`src/core/acs_pkg.sv`:
```
// package: constants and types shared by the converter sequencer ends
// Behaviour
// conversion-start fall puts track/hold in hold
// busy high for 9us analog, 27us temperature
// conversions timed by internal clock, not serial
// channel zero conversion yields temperature code
// channel address zero selects temperature sensor
// channel defaults to temperature sensor after reset
// results are 10-bit straight binary codes
// temperature code equals four times (degC plus 103)
// 0 degC gives 0x19c, 25 degC gives 0x200
// acquisition restarts at end of conversion
// host waits 100ns acquisition after busy falls
// host waits 400ns after end or channel change
// host reads result only after busy low
// host prefers automatic power-down mode; the host powers down only for a start written with CTRL_HOLD set
// control byte top five zero loads channel address
// addresses 1..4 analog, 7 internal bandgap
// start low at busy fall powers down until rise
// start high before busy fall keeps device powered
// result held until next conversion; starts ignored while busy
package acs_pkg;
	localparam int unsigned CLK_HZ = 50000000;
	localparam int unsigned T_CONV_ANA_NS = 9000;
	localparam int unsigned T_CONV_TMP_NS = 27000;
	localparam int unsigned T_ACQ_SETTLE_NS = 100;
	localparam int unsigned T_ACQ_TH_NS = 400;
	localparam int unsigned NS_PER_CLK = 1000000000 / CLK_HZ;
	// longest times round down, least times round up
	localparam int unsigned CYC_CONV_ANA = T_CONV_ANA_NS / NS_PER_CLK;
	localparam int unsigned CYC_CONV_TMP = T_CONV_TMP_NS / NS_PER_CLK;
	localparam int unsigned CYC_ACQ =
		(T_ACQ_TH_NS + NS_PER_CLK - 1) / NS_PER_CLK;
	localparam int unsigned RES_W = 10;
	localparam int unsigned CH_W = 3;
	localparam int unsigned CNT_W = 11;
	localparam int unsigned CTL_W = 8;
	localparam logic [2:0] CH_TEMP = 3'h0;
	localparam logic [2:0] CH_BANDGAP = 3'h7;
	localparam logic [2:0] CH_RESET = CH_TEMP;
	localparam logic [9:0] TEMP_OFFSET_C = 10'h067; // 103 degrees
	localparam logic [9:0] MIDSCALE = 10'h200;
	localparam logic [7:0] THRESH_RESET = 8'h99; // 50 degrees plus 103
	localparam logic [31:0] ADDR_CTRL = 32'h00000000;
	localparam logic [31:0] ADDR_STATUS = 32'h00000004;
	localparam logic [31:0] ADDR_RESULT = 32'h00000008;
	localparam logic [31:0] ADDR_IRQ = 32'h0000000c;
	localparam logic [31:0] ADDR_MASK = 32'h00000010;
	localparam logic [31:0] ADDR_CTLBYTE = 32'h00000014;
	localparam int unsigned CTRL_START = 0;
	localparam int unsigned CTRL_HOLD = 1;
	localparam int unsigned IRQ_DONE = 0;
	localparam int unsigned IRQ_ERR = 1;
	typedef enum logic [3:0] {
		DEV_ACQ = 4'h1,
		DEV_CONV = 4'h2,
		DEV_WAIT_HI = 4'h4,
		DEV_DOWN = 4'h8
	} acs_dev_st_t;
	typedef enum logic [3:0] {
		HST_IDLE = 4'h1,
		HST_LOW = 4'h2,
		HST_BUSY = 4'h4,
		HST_ACQ = 4'h8
	} acs_hst_st_t;
endpackage
```
`src/core/acs_if.sv`:
```
// interface: conversion start, busy, control byte and result wires
`timescale 1ns/1ps
interface acs_if;
	logic conversion_start_n;
	logic busy;
	logic [7:0] ctl_byte;
	logic ctl_we;
	logic [9:0] result;
	logic powered;
	modport dev (input conversion_start_n, input ctl_byte, input ctl_we,
		output busy, output result, output powered);
	modport hst (output conversion_start_n, output ctl_byte,
		output ctl_we, input busy, input result, input powered);
endinterface

```
`src/core/acs_hst.sv`:
```
// module: host end with avalon-mm register slave
//
// Local design decisions: the Avalon-MM slave port and the register offsets.
`timescale 1ns/1ps
module acs_hst (
	input wire logic i_clk,
	input wire logic i_rst_n,
	acs_if.hst lnk,
	input wire logic [31:0] i_address,
	input wire logic i_read,
	input wire logic i_write,
	input wire logic [31:0] i_writedata,
	output logic [31:0] o_readdata,
	output logic o_waitrequest,
	output logic o_irq
);
	typedef struct packed {
		acs_pkg::acs_hst_st_t st;
		logic [4:0] acq;
		logic start_n;
		logic auto_pd;
		logic [7:0] ctl;
		logic ctl_we;
		logic [9:0] res;
		logic [1:0] sts;
		logic [1:0] msk;
		logic [31:0] rd;
		logic ack;
	} acs_hst_s_t;
	acs_hst_s_t s_ff, nxt_s;
	logic acc;
	logic wen;
	logic go;
	logic [1:0] ev;
	// one-cycle answer: waitrequest high until ack register set
	assign acc = (i_read | i_write) & ~s_ff.ack;
	// writes land only at the edge where waitrequest is seen low
	assign wen = i_write & s_ff.ack;
	assign go = wen & (i_address == acs_pkg::ADDR_CTRL) &
		i_writedata[acs_pkg::CTRL_START];
	always_comb begin
		nxt_s = s_ff;
		ev = 2'b00;
		nxt_s.ack = acc;
		nxt_s.ctl_we = 1'b0;
		if (s_ff.acq != 5'h00) begin
			nxt_s.acq = s_ff.acq - 5'h01;
		end
		case (s_ff.st)
			acs_pkg::HST_IDLE: begin
				// a start during the acquisition wait is refused with an error
				if (go) begin
					if (s_ff.acq == 5'h00) begin
						nxt_s.start_n = 1'b0;
						nxt_s.auto_pd = i_writedata[acs_pkg::CTRL_HOLD];
						nxt_s.st = acs_pkg::HST_LOW;
					end else begin
						ev[acs_pkg::IRQ_ERR] = 1'b1;
					end
				end
			end
			acs_pkg::HST_LOW: begin
				// keep start low until busy is seen, or to end in power-down
				if (lnk.busy) begin
					nxt_s.start_n = s_ff.auto_pd ? 1'b0 : 1'b1;
					nxt_s.st = acs_pkg::HST_BUSY;
				end
			end
			acs_pkg::HST_BUSY: begin
				if (!lnk.busy) begin
					nxt_s.res = lnk.result;
					nxt_s.start_n = 1'b1;
					nxt_s.acq = 5'(acs_pkg::CYC_ACQ);
					ev[acs_pkg::IRQ_DONE] = 1'b1;
					nxt_s.st = acs_pkg::HST_IDLE;
				end
			end
			default: begin
				nxt_s.st = acs_pkg::HST_IDLE;
			end
		endcase
		if (go && s_ff.st != acs_pkg::HST_IDLE) begin
			ev[acs_pkg::IRQ_ERR] = 1'b1;
		end
		// control byte write restarts acquisition wait
		if (wen && i_address == acs_pkg::ADDR_CTLBYTE) begin
			nxt_s.ctl = i_writedata[7:0];
			nxt_s.ctl_we = 1'b1;
			nxt_s.acq = 5'(acs_pkg::CYC_ACQ);
		end
		if (wen && i_address == acs_pkg::ADDR_MASK) begin
			nxt_s.msk = i_writedata[1:0];
		end
		nxt_s.rd = 32'h00000000;
		if (acc && i_read) begin
			case (i_address)
				acs_pkg::ADDR_STATUS: nxt_s.rd = {29'h0, lnk.powered,
					lnk.busy, s_ff.st != acs_pkg::HST_IDLE};
				acs_pkg::ADDR_RESULT: nxt_s.rd = {22'h0, s_ff.res};
				acs_pkg::ADDR_IRQ: nxt_s.rd = {30'h0, s_ff.sts};
				acs_pkg::ADDR_MASK: nxt_s.rd = {30'h0, s_ff.msk};
				acs_pkg::ADDR_CTLBYTE: nxt_s.rd = {24'h0, s_ff.ctl};
				default: nxt_s.rd = 32'h00000000;
			endcase
		end
		// read clears, new event wins
		if (acc && i_read && i_address == acs_pkg::ADDR_IRQ) begin
			nxt_s.sts = ev;
		end else begin
			nxt_s.sts = s_ff.sts | ev;
		end
	end
	always_ff @(posedge i_clk or negedge i_rst_n) begin
		if (!i_rst_n) begin
			s_ff <= '{st: acs_pkg::HST_IDLE, acq: 5'h00, start_n: 1'b1,
				auto_pd: 1'b0, ctl: 8'h00, ctl_we: 1'b0, res: 10'h000,
				sts: 2'b00, msk: 2'b00, rd: 32'h00000000, ack: 1'b0};
		end else begin
			s_ff <= nxt_s;
		end
	end
	assign lnk.conversion_start_n = s_ff.start_n;
	assign lnk.ctl_byte = s_ff.ctl;
	assign lnk.ctl_we = s_ff.ctl_we;
	assign o_readdata = s_ff.rd;
	assign o_waitrequest = ~s_ff.ack;
	assign o_irq = |(s_ff.sts & s_ff.msk);
endmodule

```
`src/flat_wrapper.sv`:
```
// flat-port wrapper written by rule: the top's interface ports become plain ports
module acs_hst_flat 
  (i_clk, i_rst_n, i_address, i_read, i_write, i_writedata, o_readdata, o_waitrequest, o_irq, lnk_conversion_start_n, lnk_ctl_byte, lnk_ctl_we, lnk_busy, lnk_result, lnk_powered);
  acs_if lnk_i ();
  input wire logic i_clk;
  input wire logic i_rst_n;
  input wire logic [31:0] i_address;
  input wire logic i_read;
  input wire logic i_write;
  input wire logic [31:0] i_writedata;
  output logic [31:0] o_readdata;
  output logic o_waitrequest;
  output logic o_irq;
  output wire logic [$bits(lnk_i.conversion_start_n)-1:0] lnk_conversion_start_n;
  output wire logic [$bits(lnk_i.ctl_byte)-1:0] lnk_ctl_byte;
  output wire logic [$bits(lnk_i.ctl_we)-1:0] lnk_ctl_we;
  input wire logic [$bits(lnk_i.busy)-1:0] lnk_busy;
  input wire logic [$bits(lnk_i.result)-1:0] lnk_result;
  input wire logic [$bits(lnk_i.powered)-1:0] lnk_powered;
  assign lnk_conversion_start_n = lnk_i.conversion_start_n;
  assign lnk_ctl_byte = lnk_i.ctl_byte;
  assign lnk_ctl_we = lnk_i.ctl_we;
  assign lnk_i.busy = lnk_busy;
  assign lnk_i.result = lnk_result;
  assign lnk_i.powered = lnk_powered;
  acs_hst u_core (.i_clk(i_clk), .i_rst_n(i_rst_n), .lnk(lnk_i), .i_address(i_address), .i_read(i_read), .i_write(i_write), .i_writedata(i_writedata), .o_readdata(o_readdata), .o_waitrequest(o_waitrequest), .o_irq(o_irq));
endmodule
```
`config.mk`:
```
export PLATFORM = sky130hd
export DESIGN_NAME = acs_hst_flat
export DESIGN_NICKNAME = d
export VERILOG_FILES = /design/src/core/acs_pkg.sv /design/src/core/acs_if.sv /design/src/core/acs_hst.sv /design/src/flat_wrapper.sv
export SDC_FILE = /design/constraint.sdc
export NUM_CORES = 1
export LEC_CHECK = 0
export BUFFER_PORTS_ARGS = -buffer_cell sky130_fd_sc_hd__buf_4
export CORE_AREA = 2 2 76 78
export CTS_CLUSTER_SIZE = 8
export DETAILED_ROUTE_END_ITERATION = 8
export DIE_AREA = 0 0 78 80
export GPL_ROUTABILITY_DRIVEN = 0
export GPL_TIMING_DRIVEN = 0
export PLACE_DENSITY = 0.92
export SLEW_MARGIN = 5
export SYNTH_ARGS = -nofsm -noshare
export SYNTH_HDL_FRONTEND = slang
export SYNTH_SLANG_ARGS = --single-unit
export TNS_END_PERCENT = 100
```
`constraint.sdc`:
```
create_clock -name i_clk -period 2.2 [get_ports i_clk]
set_input_delay 0.44 -clock i_clk [delete_from_list [all_inputs] [get_ports i_clk]]
set_output_delay 0.44 -clock i_clk [all_outputs]
set_load 0.005 [all_outputs]
```
==> results.yml, run 1 <==
run_status:
  status: "completed"
sta:
  period_share_pct: 97.3
  setup_violations: 0
  slew_headroom_pct: 58.7
  skew_ns: 0.00747
  period_needed_ns: 2.14
  maxSlewViolCount: 0
  finalHoldViolations: 0
  max_slew.worst_pin.slew_ns: 0.613
  max_freq_mhz: 467
yosys:
  yosysWarnings: 0
  synth_edf_count: 0
  postSynthCellCount: 221
  netlist_top_cells_area: "dfrtp_1 (43%), buf_4 (12%), mux2_2 (8.3%)"
  ys_seq_area_share_pct: 45.0
  synth-seq-cells: 44
  synth_ff_type: "dfrtp_1"
  synth_area_mm2: 0.00245
  synth_top_cell_by_area: "dfrtp_1"
  ys_types: 48
  async_reset_ff_share_pct: 100
  syn_area_per_cell_um2: 11.1
  synth_top_area_share_pct: 42.9
layout:
  antennaDiodeCount: 0
  drive_gt1_share_pct: 52.7
  fill_cells: 468
  syn_to_final_growth_pct: 37.4
  final_area_mm2: 0.00337
  fin_util_pct: 62.3
  nNetsFinal: 410
  fin_cells: 402
placement:
  placed_area_mm2: 0.00318
  dp.cells: 389
  hpwl_mm: 4.16
  io_buffer_count: 75
drt:
  viasPerCell: 4.87
  drt_pre_antenna_iters: 5
  post-route-drc-count: 0
  vias: 1956
  routed_wl_mm: 5.55
  drt_iter0_drc: 127
  final_antenna_net_count: 0
  wl_per_cell_um: 13.8
clocking:
  clockRootBuffer: "clkbuf_8"
  clk_latency_ns: 0.31
  tritoncts: "yes"
  cts_sinks: 44
  cts_buffers: 5
  cts_max_level: 2
  clk_pin_slew_ns: 0.09
  clk_path_buf_depth: 2
global_routing:
  grt_max_degree: 45
  grt_pass1_wl_mm: 8.73
  antenna_found_initial: 0
  grt_util_all_layers_pct: 18.1
  overflow: 0
  grt_pass1_vias: 1829
critical_path:
  startpoint: "i_address[5]"
  cp_max_fo: 10
  r2r_cells: 6
  critPathLaunchType: "input port"
  r2r-end: "u_core.s_ff[56]"
  r2r_slack_ns: 0.08
  critPathKind: "input port to flip-flop"
  end_kind: "flip-flop"
  cp.arrival_ns: 2.35
  required_ns: 2.41
  regToRegStartpoint: "u_core.s_ff[58]"
power_and_ir_drop:
  power_w: 0.00199
  leakagePower_nw: 1.69
  pwr_density_cell_mw_per_mm2: 591
  irDropWorstVdd_mv: 0.443
floorplan:
  fp-row-count: 27
  fp.dieH_um: 80
  die_w_um: 78
  die-area_mm2: 0.00624
  initial_core_util_pct: 45.3
  core_mm2: 0.00541
  io_pins: 124
run:
  cap_violations: 0
worst_hold_path:
  hold_class: "input port to async pin"
[how the worst max path moves through the flow]
stage,endpoint,slack [ns]
2_1_floorplan,u_core.lnk.ctl_byte[1],0.05
3_3_place_gp,u_core.s_ff[44],-0.26
3_5_place_dp,u_core.s_ff[42],-0.28
4_1_cts,u_core.s_ff[56],0.04
5_1_grt,u_core.s_ff[56],-0.05
6_report,u_core.lnk.ctl_byte[3],0.06
[timing repair]
item	4_1_cts	5_1_grt
gates cloned	0	0
buffers inserted	0	5
hold buffers	0	0
pin swaps	0	2
setup endpoints to repair	9	11
resized for setup	3	2
endpoints found under the hold margin	0	0
[stage by stage]
stage	hold slack, ns	setup slack, ns	setup TNS, ns
3_3_place_gp	0.450	-0.261	-3.26
2_1_floorplan	0.144	0.0480	0
3_5_place_dp	0.463	-0.279	-3.58
5_1_grt	0.157	-0.0508	-0.0508
6_report	0.104	0.0589	0
4_1_cts	0.128	0.0369	0
[layer usage]
layer  global-route usage [%]  share of wire [%]  wire length [µm]
met5                        0                  0                 0
met4                     7.37                1.6                90
met3                     3.28                6.0               333
met2                     31.6                 51              2840
met1                     22.2                 41              2290
[synth_stat cells, types with 2 or more instances]
library cell / n
or2_2: 2
dfrtp_1: 42
nor3b_1: 2
xnor2_1: 3
nor4_1: 12
nand3_1: 3
a21oi_1: 5
inv_1: 6
dfstp_2: 2
and3_1: 3
nand2_1: 5
nor2_1: 9
buf_6: 3
mux2i_1: 2
mux2_4: 6
nor3_1: 18
nor2b_1: 2
or3_1: 2
and2_1: 3
a22oi_1: 5
o21bai_1: 2
buf_4: 40
mux2_2: 18
clkbuf_1: 2
[power by group]
group | total, W | internal [W] | leakage, nW | switching (W)
registers | 0.000920 | 0.000865 | 0.576 | 0.0000550
clock network | 0.000650 | 0.000342 | 0.0548 | 0.000308
logic | 0.000419 | 0.000243 | 1.06 | 0.000176
total | 0.00199 | 0.00145 | 1.69 | 0.000538
[layout by cell type (no fill, tap or decap), types with 3 or more instances in the layout]
cell	netlist	routed
buf_4	40	120
nor3_1	18	17
nand2_1	5	5
mux2_2	18	18
dfrtp_1	42	42
a22oi_1	5	5
and2_1	3	3
clkbuf_8	0	5
mux2_4	6	6
nor2_1	9	9
buf_6	3	3
a21oi_1	5	5
inv_1	6	6
and3_1	3	3
conb_1	1	22
nor4_1	12	11
nand3_1	3	3
xnor2_1	3	3
[critical path, stage by stage]
cell,delay [ns]
buf_4,0.13
or4b_4,0.57
or3_4,0.40
nor3_4,0.27
buf_6,0.22
mux2_4,0.32
[state kept, by name, indices dropped and copies added, names as in the netlist]
| name | flops |
|---|---|
| u_core.o_readdata | 10 |
| u_core.lnk.conversion_start_n | 1 |
| u_core.lnk.ctl_we | 1 |
| u_core.s_ff | 24 |
| u_core.lnk.ctl_byte | 8 |
[cells by family after synthesis]
| logic type | after synthesis | share of synthesized area [%] |
|---|---|---|
| other | 1 | 0.153 |
| AO/OA/AOI/OAI | 20 | 5.87 |
| multiplexers | 26 | 12.8 |
| flip-flops | 44 | 45.0 |
| buffers and inverters | 51 | 14.9 |
| XOR/XNOR | 3 | 1.07 |
| AND/OR/NAND/NOR | 75 | 19.8 |
| adder cells (fa/ha/maj) | 1 | 0.510 |
[area by class of cell]
type	count	area [µm²]	area share, %
clock inverters	3	46.3	1.37
inverters	6	22.5	0.669
plain buffers	45	342	10.1
flip-flops and latches	44	1100	32.8
repair buffers	80	601	17.8
multi-input cells	147	1090	32.5
well taps	72	90.1	2.68
clock buffers	5	68.8	2.04
Note: power is estimated with default switching activity, not from simulation.
==> run 2, diff against run 1 <==
ABC_AREA = 1   (was not set)
CAP_MARGIN = 20   (was not set)
CORE_AREA = 2 2 78 80   (was 2 2 76 78)
DIE_AREA = 0 0 80 82   (was 0 0 78 80)
PLACE_DENSITY = 0.91   (was 0.92)
==> results.yml, run 2 <==
run_status:
  status: "completed"
critical_path:
  cp_max_fo: 10
  path_buf_inv: 1
  path_delay_family: "flip-flops"
  slowest_delay_ns: 0.55
  critPathKind: "flip-flop to flip-flop"
  end_kind: "flip-flop"
  critPathLaunchType: "flip-flop"
  required_ns: 2.38
  cp.arrival_ns: 1.80
  path_cells: "nor3_2 > nand2_1 > buf_2 > mux2_2"
  crit_slowest_cell: "dfstp_2"
yosys:
  yosysWarnings: 0
  postSynthCellCount: 327
  ys_seq_area_share_pct: 42.7
  synth_top_area_share_pct: 40.7
  synth_top_cell_by_area: "dfrtp_1"
  synth_edf_count: 0
  synth_ff_type: "dfrtp_1"
  syn_area_per_cell_um2: 7.90
  synth-seq-cells: 44
  async_reset_ff_share_pct: 100
  ys_types: 32
  synth_commonest_cells: "nand2_1 (76), nor2_1 (49), dfrtp_1 (42), buf_4 (40), inv_1 (35)"
  netlist_top_cells_area: "dfrtp_1 (41%), buf_4 (12%), nand2_1 (11%)"
  yosysMostFrequentCell: "nand2_1"
  synth_area_mm2: 0.00258
drt:
  wl_per_cell_um: 11.2
  drt_iter0_drc: 119
  post-route-drc-count: 0
  final_antenna_net_count: 0
  drt_pre_antenna_iters: 4
  routed_wl_mm: 5.68
  viasPerCell: 4.54
  vias: 2308
placement:
  io_buffer_count: 77
  pre_cts_ws_ns: 0.362
  placed_area_mm2: 0.00333
  hpwl_mm: 4.50
floorplan:
  die-area_mm2: 0.00656
  fp.dieH_um: 82
  die_w_um: 80
  core_mm2: 0.00575
  initial_core_util_pct: 44.9
  io_pins: 124
  fp-row-count: 28
sta:
  fin_setup_tns_ns: 0
  skew_ns: 0.00408
  period_share_pct: 73.8
  final.setup.worst_slack_ns: 0.576
  period_needed_ns: 1.62
  max_freq_mhz: 616
  finalHoldViolations: 0
  setup_violations: 0
  rsz0062_at_grt: "no"
  max_slew.worst_pin.slew_ns: 0.561
  maxSlewViolCount: 0
  slew_headroom_pct: 62.2
power_and_ir_drop:
  clkPwrFrac_pct: 28.1
  intPower_w: 0.00134
  leakagePower_nw: 1.94
  p_comb_share_pct: 21.4
  seqPwrFrac_pct: 50.5
  switching_share_pct: 27.6
  netSwitchingPower_w: 0.000508
  pwr_density_cell_mw_per_mm2: 539
  irDropWorstVdd_mv: 0.363
layout:
  drive_gt1_share_pct: 36.5
  antennaDiodeCount: 0
  largest_register: "u_core.s_ff"
  final_area_mm2: 0.00342
  nNetsFinal: 513
  largest_reg_flops: 24
  syn_to_final_growth_pct: 32.6
  final_cell_mix: "buf_4 (117), nand2_1 (76), nor2_1 (49)"
  final_common_cell: "buf_4"
global_routing:
  grt_pass1_wl_mm: 9.81
  overflow: 0
  grt_util_all_layers_pct: 18.9
  grt_pass1_vias: 2295
  antenna_found_initial: 0
  grt_max_degree: 45
clocking:
  cts_buffers: 5
  ctsHoldBuffers: 0
  post_cts_resized: 0
  clockRootBuffer: "clkbuf_8"
  cts_sinks: 44
  post_cts_buffers: 0
  tritoncts: "yes"
  clk_latency_ns: 0.29
  clk_path_buf_depth: 2
  clk_pin_slew_ns: 0.08
  cts_max_level: 2
run:
  cap_violations: 0
worst_hold_path:
  hold_class: "input port to async pin"
-- run 2: per-stage QoR --
step / total power (W) / hold slack, ns / util, % / cells
floorplan: 0.00118 / 0.144 / - / 348
global placement: 0.00131 / 0.435 / 58.0 / 500
detailed placement: 0.00134 / 0.452 / 58.0 / 500
CTS: 0.00186 / 0.148 / 59.6 / 508
global route: 0.00196 / 0.173 / 59.6 / 508
finish: 0.00184 / 0.122 / 59.6 / 508
-- run 2: worst paths after layout --
path / slack [ns] / end / depth (start not counted) / startpoint
min in group i_clk: 0.34 / u_core.lnk.ctl_byte[3] / 3 / i_writedata[3]
setup / recovery: 0.58 / u_core.s_ff[42] / 4 / u_core.s_ff[63]
hold reg to reg: 0.46 / u_core.s_ff[0] / 1 / u_core.s_ff[0]
hold / removal: 0.12 / u_core.o_readdata[0] / 1 / i_rst_n
setup reg to reg: 0.58 / u_core.s_ff[42] / 4 / u_core.s_ff[63]
max in group asynchronous: 1.70 / u_core.s_ff[36] / 1 / i_rst_n
-- run 2: layout make-up --
class                           count  area [µm²]
Fill cell                         503        2320
Inverter                           39         149
Buffer                             41         305
Multi-Input combinational cell    224        1100
Clock buffer                        8        90.1
Timing Repair Buffer               77         578
Tap cell                           75        93.8
Sequential cell                    44        1100
-- run 2: routing by layer --
layer	global-route usage, %	vias up	routed length, µm
li1	-	1163	-
met1	22.3	1056	2230
met2	34.5	78	3000
met3	4.40	11	392
met4	5.25	0	57
met5	0	-	0
-- run 2: power groups by stage --
stage,sequential [W],combinational [W],clock [W]
after floorplan,0.000934,0.000247,0
after global placement,0.000941,0.000372,0
after detailed placement,0.000945,0.000398,0
after CTS,0.000930,0.000398,0.000528
after global routing,0.000939,0.000465,0.000561
final,0.000931,0.000395,0.000518
-- run 2: cell families after synthesis --
logic type | share of synthesized area, %
AND/OR/NAND/NOR | 31.1
adder cells (fa/ha/maj) | 0.484
multiplexers | 4.36
XOR/XNOR | 0.339
other | 0.145
AO/OA/AOI/OAI | 3.29
buffers and inverters | 17.6
flip-flops | 42.7
==> run 3, diff against run 2 <==
clock period = 1.6 ns   (was 2.2 ns; I/O delays follow)
==> results.yml, run 3 (synthesis gave the netlist of run 2 again) <==
run_status:
  status: "completed"
worst_hold_path:
  hold_class: "input port to async pin"
power_and_ir_drop:
  p_comb_share_pct: 21.7
  netSwitchingPower_w: 0.000703
  leakagePower_nw: 1.94
  intPower_w: 0.00184
  switching_share_pct: 27.6
  clkPwrFrac_pct: 27.8
  seqPwrFrac_pct: 50.4
  pwr_density_cell_mw_per_mm2: 740
  irDropWorstVdd_mv: 0.498
layout:
  fill_cells: 500
  nNetsFinal: 513
  final_area_mm2: 0.00344
  drive_gt1_share_pct: 37.2
  multi_input_area_mm2: 0.00111
  regArea_mm2: 0.00110
  final_cell_mix: "buf_4 (118), nand2_1 (75), nor2_1 (48)"
  final_common_cell: "buf_4"
  syn_to_final_growth_pct: 33.0
  largest_register: "u_core.s_ff"
  antennaDiodeCount: 0
  fin_cells: 508
  largest_reg_flops: 24
critical_path:
  path_cells: "nor3_2 > nand2_2 > buf_4 > mux2_2"
  cp_max_fo: 10
  cp.arrival_ns: 1.66
  startpoint: "u_core.s_ff[64]"
  regToRegStartpoint: "u_core.s_ff[64]"
  required_ns: 1.78
  critPathLaunchType: "flip-flop"
  end_kind: "flip-flop"
  crit_slowest_cell: "dfrtp_1"
  slowest_delay_ns: 0.42
  critPathKind: "flip-flop to flip-flop"
global_routing:
  grt_util_all_layers_pct: 18.9
  antenna_found_initial: 0
  overflow: 0
  grt_max_degree: 45
  grt_pass1_wl_mm: 9.81
  grt_pass1_vias: 2295
floorplan:
  die_w_um: 80
  core_mm2: 0.00575
  fp-row-count: 28
  fp.dieH_um: 82
  initial_core_util_pct: 44.9
  io_pins: 124
  die-area_mm2: 0.00656
clocking:
  cts_max_level: 2
  post_cts_buffers: 0
  clk_latency_ns: 0.29
  clk_path_buf_depth: 2
  clk_pin_slew_ns: 0.07
  clockRootBuffer: "clkbuf_8"
  cts_sinks: 44
  tritoncts: "yes"
  cts_buffers: 5
  ctsHoldBuffers: 0
sta:
  max_slew.worst_pin.slew_ns: 0.551
  period_needed_ns: 1.48
  maxSlewViolCount: 0
  slew_headroom_pct: 62.9
  setup_violations: 0
  finalHoldViolations: 0
  period_share_pct: 92.4
  max_freq_mhz: 677
  skew_ns: 0.00514
  rsz0062_at_grt: "no"
drt:
  viasPerCell: 4.52
  drt_pre_antenna_iters: 4
  routed_wl_mm: 5.71
  post-route-drc-count: 0
  wl_per_cell_um: 11.2
  vias: 2297
  final_antenna_net_count: 0
  drt_iter0_drc: 108
placement:
  placed_area_mm2: 0.00333
  io_buffer_count: 77
  dp.cells: 500
  hpwl_mm: 4.50
run:
  cap_violations: 0
-- run 3: path summary, 6_finish.rpt --
| kind | end | slack (ns) | cells after the start |
|---|---|---|---|
| max | u_core.s_ff[42] | 0.12 | 4 |
| max in group asynchronous | u_core.s_ff[44] | 1.23 | 1 |
| min reg2reg | u_core.s_ff[0] | 0.46 | 1 |
| min in group i_clk | u_core.lnk.ctl_byte[3] | 0.22 | 3 |
| max reg2reg | u_core.s_ff[42] | 0.12 | 4 |
| min | u_core.o_readdata[0] | 0.003 | 1 |
-- run 3: area by class of cell --
class | instances | area share (%)
multi-input combinational | 224 | 32.4
sequential | 44 | 32.1
timing repair buffer | 77 | 16.8
buffer | 41 | 8.96
inverter | 39 | 4.33
tap | 75 | 2.73
clock buffer | 8 | 2.62
-- run 3: critical path: cells and delay by family, from the launching register on --
kind	cells	cell delay, ns
buffers and inverters	1	0.23
flip-flops	1	0.42
multiplexers	1	0.28
AND/OR/NAND/NOR	2	0.44
-- run 3: metal layers --
layer,GRT usage [%],vias to the layer above,wire length [µm]
li1,-,1162,-
met1,22.3,1058,2290
met5,0,-,0
met2,34.5,68,3030
met3,4.40,9,344
met4,5.25,0,50
-- run 3: power by group through the flow --
stage	clock network, W	logic (W)	registers, W
6_report	0.000708	0.000552	0.00128
5_1_grt	0.000771	0.000647	0.00129
4_1_cts	0.000726	0.000547	0.00128
3_5_place_dp	0	0.000547	0.00130
3_3_place_gp	0	0.000512	0.00129
2_1_floorplan	0	0.000340	0.00128
-- run 3: repair_timing --
action | CTS | global route
endpoints found under the setup margin | 6 | 12
hold endpoints to repair | 0 | 0
resized for setup | 1 | 4
-- run 3: per-stage QoR --
stage,util (%),hold slack (ns),setup WS [ns],power (W),TNS (ns)
4_1_cts,59.6,0.0277,0.0660,0.00255,0
6_report,59.8,0.00264,0.122,0.00254,0
2_1_floorplan,-,0.0244,0.205,0.00162,0
3_3_place_gp,58.0,0.338,-0.0877,0.00181,-0.531
5_1_grt,59.8,0.0526,0.0305,0.00271,0
3_5_place_dp,58.0,0.346,-0.118,0.00185,-1.35
